File: config.mk
export PLATFORM = sky130hd
export DESIGN_NAME = uicr_top
export DESIGN_NICKNAME = d
export VERILOG_FILES = /design/src/pkg/uicr_pkg.sv /design/src/hdl/uicr_src_latch.sv /design/src/hdl/uicr_top.sv
export SDC_FILE = /design/constraint.sdc
export NUM_CORES = 1
export LEC_CHECK = 0
export BUFFER_PORTS_ARGS = -buffer_cell sky130_fd_sc_hd__buf_4
export CORE_ASPECT_RATIO = 0.9
export CORE_MARGIN = 4
export CORE_UTILIZATION = 40
export DETAILED_ROUTE_END_ITERATION = 10
export PLACE_DENSITY = 0.78
export SETUP_SLACK_MARGIN = 0.5
export SLEW_MARGIN = 20
export SYNTH_ARGS = -nofsm -noshare
export SYNTH_HDL_FRONTEND = slang
export SYNTH_SLANG_ARGS = --single-unit
File: constraint.sdc
create_clock -name ref_clk_i -period 2.6 [get_ports ref_clk_i]
set_input_delay 0.26 -clock ref_clk_i [delete_from_list [all_inputs] [get_ports ref_clk_i]]
set_output_delay 0.26 -clock ref_clk_i [all_outputs]
set_load 0.02 [all_outputs]
File: src/pkg/uicr_pkg.sv
// shared constants for the interrupt clear register bank
package uicr_pkg;
  localparam int          ADDR_W        = 12;
  localparam int          DATA_W        = 32;
  localparam int          NSRC          = 7;
  // source index 0..6 maps to register bits 4..10
  localparam int          SRC_LSB       = 4;
  localparam int          BIT_RX        = 4;
  localparam int          BIT_TX        = 5;
  localparam int          BIT_RT        = 6;
  localparam int          BIT_FE        = 7;
  localparam int          BIT_PE        = 8;
  localparam int          BIT_BE        = 9;
  localparam int          BIT_OE        = 10;
  localparam logic [11:0] OFS_RAW       = 12'h03c;
  localparam logic [11:0] OFS_MASKED    = 12'h040;
  localparam logic [11:0] OFS_CLEAR     = 12'h044;
  localparam logic [11:0] OFS_ENABLE    = 12'h038;
  localparam logic [31:0] RST_VAL       = 32'h0000_0000;
  localparam logic [6:0]  RST_SRC       = 7'h00;
endpackage : uicr_pkg

File: src/hdl/uicr_src_latch.sv
// one sticky raw interrupt latch with write-one clear
module uicr_src_latch
  import uicr_pkg::*;
(
  input  wire logic ref_clk_i,
  input  wire logic rst_i,
  input  wire logic set_i,
  input  wire logic clr_i,
  output logic      raw_o
);
  logic raw_q;
  logic raw_d;

  // a new event in the clear cycle survives
  assign raw_d = set_i | (raw_q & ~clr_i);

  always_ff @(posedge ref_clk_i) begin
    if (rst_i) begin
      raw_q <= 1'b0;
    end else begin
      raw_q <= raw_d;
    end
  end

  assign raw_o = raw_q;
endmodule : uicr_src_latch

File: src/hdl/uicr_top.sv
// interrupt clear register bank with raw, enable and masked status
module uicr_top
  import uicr_pkg::*;
(
  input  wire logic              ref_clk_i,
  input  wire logic              rst_i,
  input  wire logic [ADDR_W-1:0] addr_i,
  input  wire logic [DATA_W-1:0] wdata_i,
  input  wire logic              wr_i,
  input  wire logic              rd_i,
  input  wire logic [NSRC-1:0]   src_event_i,
  output logic      [DATA_W-1:0] rdata_o,
  output logic      [NSRC-1:0]   src_clear_o,
  output logic                   irq_o
);
  logic [NSRC-1:0]   raw;
  logic [NSRC-1:0]   clr_hit;
  logic [NSRC-1:0]   enable_q;
  logic [NSRC-1:0]   enable_d;
  logic [NSRC-1:0]   masked;
  logic [NSRC-1:0]   clear_q;
  logic [DATA_W-1:0] rdata_q;
  logic [DATA_W-1:0] rdata_d;
  logic              irq_q;
  logic              sel_clear;
  logic              sel_enable;
  logic              sel_raw;
  logic              sel_masked;
  logic              wr_clear;
  logic [DATA_W-1:0] word_raw;
  logic [DATA_W-1:0] word_masked;
  logic [DATA_W-1:0] word_enable;

  assign sel_clear  = (addr_i == OFS_CLEAR);
  assign sel_enable = (addr_i == OFS_ENABLE);
  assign sel_raw    = (addr_i == OFS_RAW);
  assign sel_masked = (addr_i == OFS_MASKED);
  assign wr_clear   = wr_i & sel_clear;
  // only ones clear, zeros and bits 3:0 are ignored
  assign clr_hit  = wr_clear ? wdata_i[BIT_OE:SRC_LSB] : RST_SRC;
  assign enable_d = (wr_i & sel_enable) ? wdata_i[BIT_OE:SRC_LSB] : enable_q;
  assign masked   = raw & enable_q;

  genvar g;
  generate
    for (g = 0; g < NSRC; g++) begin : g_src
      // bits 4..10: rx, tx, rt, fe, pe, be, oe
      uicr_src_latch u_latch (
        .ref_clk_i (ref_clk_i),
        .rst_i     (rst_i),
        .set_i     (src_event_i[g]),
        .clr_i     (clr_hit[g]),
        .raw_o     (raw[g])
      );
    end
  endgenerate

  // status words share the clear layout, reserved bits zero
  assign word_raw    = {21'h00_0000, raw, 4'h0};
  assign word_masked = {21'h00_0000, masked, 4'h0};
  assign word_enable = {21'h00_0000, enable_q, 4'h0};

  // clear register reads 0; unmapped reads 0
  assign rdata_d = !rd_i      ? RST_VAL :
                   sel_raw    ? word_raw :
                   sel_masked ? word_masked :
                   sel_enable ? word_enable :
                   RST_VAL;

  always_ff @(posedge ref_clk_i) begin
    if (rst_i) begin
      enable_q <= RST_SRC;
      clear_q  <= RST_SRC;
      rdata_q  <= RST_VAL;
      irq_q    <= 1'b0;
    end else begin
      enable_q <= enable_d;
      clear_q  <= clr_hit;
      rdata_q  <= rdata_d;
      irq_q    <= |(((src_event_i | (raw & ~clr_hit))) & enable_d);
    end
  end

  assign rdata_o     = rdata_q;
  assign src_clear_o = clear_q;
  assign irq_o       = irq_q;

  AST_FE_CLEAR: assert property (
    @(posedge ref_clk_i) disable iff (rst_i)
    wr_clear && wdata_i[BIT_FE] && !src_event_i[BIT_FE-SRC_LSB]
    |=> !raw[BIT_FE-SRC_LSB])
    else $error("framing source not cleared");

  AST_RT_CLEAR: assert property (
    @(posedge ref_clk_i) disable iff (rst_i)
    wr_clear && wdata_i[BIT_RT] && !src_event_i[BIT_RT-SRC_LSB]
    |=> !raw[BIT_RT-SRC_LSB])
    else $error("timeout source not cleared");

  AST_TX_CLEAR: assert property (
    @(posedge ref_clk_i) disable iff (rst_i)
    wr_clear && wdata_i[BIT_TX] && !src_event_i[BIT_TX-SRC_LSB]
    |=> !raw[BIT_TX-SRC_LSB])
    else $error("transmit source not cleared");

  AST_RX_CLEAR: assert property (
    @(posedge ref_clk_i) disable iff (rst_i)
    wr_clear && wdata_i[BIT_RX] && !src_event_i[BIT_RX-SRC_LSB]
    |=> !raw[BIT_RX-SRC_LSB])
    else $error("receive source not cleared");

  AST_ZERO_KEEPS: assert property (
    @(posedge ref_clk_i) disable iff (rst_i)
    wr_clear |=> ((raw ^ ($past(raw) | $past(src_event_i)))
                  & ~$past(wdata_i[BIT_OE:SRC_LSB])) == RST_SRC)
    else $error("zero bit disturbed a source");

  AST_BE_PE_CLEAR: assert property (
    @(posedge ref_clk_i) disable iff (rst_i)
    wr_clear && wdata_i[BIT_BE] && wdata_i[BIT_PE] && src_event_i == RST_SRC
    |=> !raw[BIT_BE-SRC_LSB] && !raw[BIT_PE-SRC_LSB])
    else $error("break or parity not cleared");

  AST_MASKED_DROP: assert property (
    @(posedge ref_clk_i) disable iff (rst_i)
    wr_clear && wdata_i[BIT_OE:SRC_LSB] == 7'h7f && src_event_i == RST_SRC
    |=> masked == RST_SRC && !irq_o)
    else $error("masked status or irq survived clear");

  AST_MASKED_BITS: assert property (
    @(posedge ref_clk_i) disable iff (rst_i)
    wr_clear |=> (masked & $past(wdata_i[BIT_OE:SRC_LSB])
                  & ~$past(src_event_i)) == RST_SRC)
    else $error("masked bit survived its clear");

  AST_READ_ZERO: assert property (
    @(posedge ref_clk_i) disable iff (rst_i)
    rd_i && sel_clear |=> rdata_o == RST_VAL)
    else $error("clear register read nonzero");

  AST_OE_CLEAR: assert property (
    @(posedge ref_clk_i) disable iff (rst_i)
    wr_clear && wdata_i[BIT_OE] && !src_event_i[BIT_OE-SRC_LSB]
    |=> !raw[BIT_OE-SRC_LSB])
    else $error("overrun source not cleared");

  AST_SET_WINS: assert property (
    @(posedge ref_clk_i) disable iff (rst_i)
    src_event_i[0] |=> raw[0])
    else $error("event lost");

  AST_IRQ_LEVEL: assert property (
    @(posedge ref_clk_i) disable iff (rst_i)
    irq_o == (masked != RST_SRC))
    else $error("irq does not follow masked status");

  AST_CLEAR_ECHO: assert property (
    @(posedge ref_clk_i) disable iff (rst_i)
    wr_clear |=> src_clear_o == $past(wdata_i[BIT_OE:SRC_LSB]))
    else $error("clear strobes differ from written ones");

  AST_CLEAR_IDLE: assert property (
    @(posedge ref_clk_i) disable iff (rst_i)
    !wr_clear |=> src_clear_o == RST_SRC)
    else $error("clear strobe without a clear write");

  AST_ENABLE_LOAD: assert property (
    @(posedge ref_clk_i) disable iff (rst_i)
    wr_i && sel_enable |=> enable_q == $past(wdata_i[BIT_OE:SRC_LSB]))
    else $error("enable write not taken");

  AST_ENABLE_KEEP: assert property (
    @(posedge ref_clk_i) disable iff (rst_i)
    !(wr_i && sel_enable) |=> enable_q == $past(enable_q))
    else $error("enable changed without its write");

  AST_RDATA_IDLE: assert property (
    @(posedge ref_clk_i) disable iff (rst_i)
    !rd_i |=> rdata_o == RST_VAL)
    else $error("read data outside its cycle");

  AST_RSVD_ZERO: assert property (
    @(posedge ref_clk_i) disable iff (rst_i)
    rdata_o[DATA_W-1:BIT_OE+1] == 21'h00_0000
    && rdata_o[SRC_LSB-1:0] == 4'h0)
    else $error("reserved read bits nonzero");

  AST_RAW_READ: assert property (
    @(posedge ref_clk_i) disable iff (rst_i)
    rd_i && sel_raw |=> rdata_o == $past(word_raw))
    else $error("raw status read wrong");

  AST_MASKED_READ: assert property (
    @(posedge ref_clk_i) disable iff (rst_i)
    rd_i && sel_masked |=> rdata_o == $past(word_masked))
    else $error("masked status read wrong");

  AST_ENABLE_READ: assert property (
    @(posedge ref_clk_i) disable iff (rst_i)
    rd_i && sel_enable |=> rdata_o == $past(word_enable))
    else $error("enable read wrong");

  AST_RD_NO_CLEAR: assert property (
    @(posedge ref_clk_i) disable iff (rst_i)
    rd_i |=> src_clear_o == RST_SRC)
    else $error("read produced a clear strobe");

  // per source: hold without cause, set wins, clear works
  generate
    for (g = 0; g < NSRC; g++) begin : g_chk
      AST_SRC_HOLD: assert property (
        @(posedge ref_clk_i) disable iff (rst_i)
        !src_event_i[g] && !clr_hit[g] |=> raw[g] == $past(raw[g]))
        else $error("source moved with no event or clear");

      AST_SRC_SET: assert property (
        @(posedge ref_clk_i) disable iff (rst_i)
        src_event_i[g] |=> raw[g])
        else $error("event lost against a clear");

      AST_SRC_CLEAR: assert property (
        @(posedge ref_clk_i) disable iff (rst_i)
        clr_hit[g] && !src_event_i[g] |=> !raw[g])
        else $error("clear strobe left its source set");
    end
  endgenerate

  // main scenarios
  COV_CLEAR_ONE: cover property (@(posedge ref_clk_i) disable iff (rst_i)
    raw[0] ##1 wr_clear && wdata_i[BIT_RX] ##1 !raw[0]);
  COV_IRQ: cover property (@(posedge ref_clk_i) disable iff (rst_i)
    irq_o ##1 wr_clear ##2 !irq_o);
  COV_RACE: cover property (@(posedge ref_clk_i) disable iff (rst_i)
    wr_clear && wdata_i[BIT_TX] && src_event_i[1]);
  COV_READ_BACK: cover property (@(posedge ref_clk_i) disable iff (rst_i)
    wr_clear ##2 rd_i && sel_raw);
  COV_IRQ_MASKED: cover property (@(posedge ref_clk_i) disable iff (rst_i)
    raw != RST_SRC && enable_q == RST_SRC && !irq_o);
endmodule : uicr_top

==> results of run 1 <==
## registers in the layout, indices dropped and copies added, names as in the netlist
signal               flops
enable_q                 7
src_clear_o              7
irq_o                    1
rdata_o                  7
g_src.u_latch.raw_o      7
## routing by layer
metal	up-vias	part of all wire
li1	550	-
met1	483	0.41
met2	56	0.46
met3	7	0.10
met4	0	0.028
met5	-	0
## worst reg2reg max path, delay by kind of cell (launching register included)
| family | cells | cell delay [ns] |
|---|---|---|
| AO/OA/AOI/OAI | 2 | 0.34 |
| flip-flops | 1 | 0.31 |
| multiplexers | 1 | 0.31 |
## through the flow
stage / cells / hold WS [ns]
2_1_floorplan: 171 / 0.332
3_3_place_gp: 231 / 0.442
3_5_place_dp: 231 / 0.449
4_1_cts: 239 / 0.190
5_1_grt: 239 / 0.199
6_report: 239 / 0.196
## where the power goes
| group | switching, W | internal, W | leakage (nW) |
|---|---|---|---|
| sequential | 0.00000323 | 0.000452 | 0.236 |
| combinational | 0.0000638 | 0.0000407 | 0.522 |
| clock | 0.000159 | 0.000185 | 0.0450 |
## worst min-delay path by stage
stage | from | end | slack, ns | cells past startpoint
floorplan | rst_i | enable_q[0] | 0.33 | 1
global placement | enable_q[0] | rdata_o[4] | 0.44 | 2
detailed placement | enable_q[5] | rdata_o[9] | 0.45 | 2
CTS | src_event_i[3] | g_src[3].u_latch.raw_o | 0.19 | 3
global route | wdata_i[8] | src_clear_o[4] | 0.20 | 2
finish | src_event_i[3] | g_src[3].u_latch.raw_o | 0.20 | 3
## layout make-up
cell class / count / area (sq um)
Tap cell: 42 / 52.6
Fill cell: 309 / 1420
Clock buffer: 6 / 72.6
Clock inverter: 2 / 10.0
Multi-Input combinational cell: 110 / 646
Inverter: 6 / 22.5
Sequential cell: 29 / 581
Timing Repair Buffer: 44 / 330
## cells by family (layout without fill, tap and decap cells)
group,Yosys count,count (layout),synth area share
simple gates,51,51,0.231
buf+inv,32,58,0.158
flops,29,29,0.430
compound gates,27,27,0.122
mux,7,7,0.0556
other cells,1,25,0.00278
## placed cells by master (no fill, tap or decap), drive strengths merged
cell type,n
and2,7
o21ai,7
a22oi,2
o22a,1
or4b,1
o2bb2ai,2
nand4b,1
and4b,1
nand2,10
mux2,4
a21boi,1
a31oi,4
clkbuf,6
nor4,3
nor2,12
a21oi,8
or4,1
a41oi,1
inv,6
or3,1
nor3,1
mux2i,3
nor4b,1
conb,25
nand4,1
nor2b,11
dfxtp,29
clkinv,2
buf,44
o21bai,1
==> qor.txt, run 1 <==
post-synth top area cell: dfxtp_1
total power draw: 0.000904 W
Buffers on Ports: 44
Synth area leaders: dfxtp_1 (43%), buf_4 (14%), nor2b_1 (5.1%), nor2_1 (3.3%), and2_1 (3.2%)
Worst Setup Slack, final: 0.706 ns
H-tree depth: 2
top-area cell type share of the netlist area: 0.430
grt met1 use: 0.148
Die X-Extent: 69.2 microns
P_leak: 0.803 nW
most common cell in the synthesized netlist: dfxtp_1
IO Pins: 95
required time of the critical path: 2.75 ns
Max rail drop VDD: 0.189 mV
Post-synth EDFFs: 0
final hold violation count: 0
Max Cap Violations: 0
Yosys reg bits: 29
pwr dens: 527 nW/um^2
Synth cell types: 31
grt met3 use: 0.0461
Synth Flop Type: dfxtp_1
initial antenna violation count: 0
Die Ht: 63.1 microns
antenna cells: 0
Max Root-Sink Buffers: 2
GPL Wtd Cong: 0.729
Final Skew: 0.00454 ns
final core occ: 0.546
Pre-antenna DRT Iters: 5
via count: 1096
P&R area growth vs syn: 27.0%
max incr delay on CP: 0.55 ns
Initial DRC Count: 63
GRT busiest layer: met2
met2 global-route usage: 0.201
# resized after CTS: 0
pre-CTS setup slack: 0.435 ns
clock tree sinks: 29
Top delay family on crit path: simple AND/OR/NAND/NOR gates
CORE AREA: 3140 sq um
Post-Syn Area: 1350 sq um
CP max stage cell: or4_4
DRT Wirelength: 2810 microns
GRT Util Overall: 0.130
Synth Instances: 147
most frequent cells after synthesis: dfxtp_1 (29), buf_4 (25), nor2_1 (12)
TritonCTS buffer count: 5
Worst path depth: 6
Tmin final: 1.89 ns
dpl hpwl: 2160 microns
cell area after layout: 1710 sq um
Clk Tree Root Cell: clkbuf_8
CTS tree: yes
CTS clk-pin slew, worst paths: 0.06 ns
layout cell share with drive strength beyond 1: 0.299
Final Max Tran Viols: 0
pin count of the biggest net entering global routing: 18
reg2reg end: irq_o
worst skew pair latency: 0.28 ns
worst-path fanout max: 7
hold buffers post-CTS: 0
Syn Area/Cell: 9.18 sq um
WL per Instance: 11.7 microns
crit path cell chain: buf_4 -> or4_4 -> nor4_4 -> a31oi_1 -> a22oi_1 -> a41oi_1
Die Area: 4370 sq um
status: completed
initial core utilization: 0.430
crit path DAT: 2.04 ns
Slew headroom: 0.599
DR DRC count: 0
CP endpoint kind: flop
RR Startpoint: enable_q[5]
worst r2r path cells: 3
Ys Warns: 0
RSZ-0062 raised after global routing: false
number of global-route vias before repair: 972
CP endpoint: irq_o
Area after DPL: 1630 sq um
Slew @ Worst Pin: 0.601 ns
aggregate global routing overflow: 0
Final nets: 251
Final setup viols: 0
R2R Setup Slk: 1.51 ns
vias per inst: 4.59
Routed Antenna Nets: 0
row cnt: 19
register area share after synthesis: 0.430
crit path launch: addr_i[10]
setup TNS: 0 ns
Max Clock Freq: 528 MHz
CP Launch Type: primary input
ys async rst share: 0
HP Class: in -> reg
# Post-CTS Setup Buffers: 0
CP bufs+invs: 1
critical path type: in -> reg
fin crit share: 0.728
first-pass GRT wire length: 4420 microns
Note: power is estimated with default switching activity, not from simulation.
==> run 2, diff against run 1 <==
CORE_UTILIZATION = 36   (was 40)
PLACE_DENSITY = 0.75   (was 0.78)
clock period = 1.7 ns   (was 2.6 ns; I/O delays follow)
==> run 2 against run 1 <==
Flip-flop and latch count did not move. Via count rose by 15%. Wire length grew 37%. Sequential power is 53% higher. Combinational power rose by 120%. Clock skew rose by 0.0021 ns. Highest routed layer unchanged.
==> qor.txt, run 2 (same netlist as run 1, synthesis figures left out) <==
RSZ-0062 raised after global routing: true
worst-path fanout max: 7 (unchanged)
Pre-antenna DRT Iters: 4 (-1)
aggregate global routing overflow: 0 (unchanged)
layout cell share with drive strength beyond 1: 0.543 (+0.243)
total power draw: 0.00147 W (+63%)
required time of the critical path: 1.86 ns (-0.89 ns)
R2R Setup Slk: 0.68 ns (-0.83 ns)
most common library cell in the layout ignoring fill and taps: buf_4
Initial DRC Count: 92 (+46%)
row cnt: 20 (+1)
Buffers on Ports: 44 (unchanged)
initial core utilization: 0.385 (-0.0449)
worst r2r path cells: 4 (+1)
Max rail drop VDD: 0.277 mV (+47%)
pwr dens: 664 nW/um^2 (+26%)
CP endpoint kind: flop
CTS tree: yes
P_leak: 0.993 nW (+24%)
CP Launch Type: primary input
CTS clk-pin slew, worst paths: 0.06 ns (about the same)
final hold violation count: 0 (unchanged)
number of global-route vias before repair: 1141 (+17%)
RR Startpoint: g_src[5].u_latch.raw_o
Max Root-Sink Buffers: 2 (unchanged)
Final Max Tran Viols: 0 (unchanged)
Final nets: 277 (+10%)
worst hold slack: 0.114 ns (-0.0817 ns)
area of the multi-input gates: 901 sq um (+40%)
worst skew pair latency: 0.28 ns (about the same)
critical path type: in -> reg
DR DRC count: 0 (unchanged)
Die X-Extent: 72.6 microns (+4.8%)
fin crit share: 0.938
first-pass GRT wire length: 5150 microns (+17%)
GPL Wtd Cong: 0.810 (+11%)
P&R area growth vs syn: 64.4%
Max Cap Violations: 0 (unchanged)
status: completed
Final setup viols: 0 (unchanged)
Reg area: 581 sq um (unchanged)
Hold EP: g_src[3].u_latch.raw_o
placed instance count: 254 (+10%)
IO Pins: 95 (unchanged)
WL per Instance: 14.4 microns (+22%)
reg2reg end: irq_o
clock tree sinks: 29 (unchanged)
via count: 1262 (+15%)
vias per inst: 4.73 (+3.1%)
Tmin final: 1.60 ns
DRT Wirelength: 3830 microns (+37%)
Final Skew: 0.00659 ns (+0.00205 ns)
CORE AREA: 3500 sq um (+12%)
antenna cells: 0 (unchanged)
H-tree depth: 2 (unchanged)
pin count of the biggest net entering global routing: 18 (unchanged)
Clk Tree Root Cell: clkbuf_8
Routed Antenna Nets: 0 (unchanged)
hold buffers post-CTS: 0 (unchanged)
dpl hpwl: 2550 microns (+18%)
HP Class: in -> reg
most frequent cells in the layout: buf_4 (56), dfxtp_1 (29), conb_1 (25)
crit path DAT: 1.76 ns (-0.28 ns)
Hold Crit Start: src_event_i[3]
Die Ht: 66.1 microns (+4.7%)
Die Area: 4800 sq um (+9.7%)
Finished Layout Cells: 267 (+12%)
initial antenna violation count: 0 (unchanged)
Max Clock Freq: 627 MHz
TritonCTS buffer count: 5 (unchanged)
hold path cells: 3 (unchanged)
GRT Util Overall: 0.142 (+0.0120)
Filler cells: 289 (-6.5%)
==> run 2: changes by cell type in the layout (fill, tap and decap cells not counted), moves of 5 or more <==
| cell | delta |
|---|---|
| a21oi_1 | -8 |
| a21oi_2 | +7 |
| buf_4 | +12 |
| buf_6 | +14 |
| nand2_1 | -6 |
| nand2_2 | +5 |
==> run 2: worst max path at each step <==
stage,from,endpoint,slack (ns),depth (start not counted)
after floorplan,addr_i[10],irq_o,0.04,5
after global placement,addr_i[10],irq_o,-0.14,7
after detailed placement,addr_i[10],irq_o,-0.18,7
after CTS,addr_i[0],irq_o,0.17,7
after global routing,addr_i[4],irq_o,0.07,7
final,addr_i[4],irq_o,0.10,7
==> run 2: final cells by class <==
cell class | count | share of cell area
clock buffers | 6 | 0.0327
inverters | 6 | 0.0101
well taps | 44 | 0.0248
repair buffers | 70 | 0.260
clock inverters | 2 | 0.00451
multi-input cells | 110 | 0.406
flip-flops and latches | 29 | 0.262
==> run 2: power by group <==
part	switching (W)	internal, W	total [W]
sequential	0.00000618	0.000692	0.000698
combinational	0.000134	0.000102	0.000236
clock	0.000257	0.000283	0.000540
==> run 2: routing by layer <==
metal	share of wire	vias up	global-route usage	wire length (microns)
li1	-	605	-	-
met1	0.38	598	0.165	1450
met2	0.52	54	0.236	1980
met3	0.091	5	0.0532	347
met4	0.014	0	0.0553	53
met5	0	-	0	0
==> run 2: stage by stage <==
stage	setup slack (ns)	cell area, sq um	utilization	setup TNS, ns
after floorplan	0.0429	1500	-	0
after global placement	-0.144	1850	0.527	-0.270
after detailed placement	-0.178	1850	0.527	-0.476
after CTS	0.174	2020	0.578	0
after global routing	0.0674	2220	0.634	0
final	0.105	2220	0.634	0
==> run 2: timing repair <==
action                     4_1_cts  5_1_grt
setup endpoints to repair       29       29
gates resized for setup         21       35
hold endpoints to repair         0        0
pin swaps                        6       17
setup buffers                    2        3
==> run 2: worst max-delay path, stage by stage <==
cell and delay [ns]:
buf_6 0.09, or4b_4 0.55, nor4_4 0.30, buf_6 0.21, a31oi_4 0.11, a22oi_2 0.20, a41oi_2 0.12
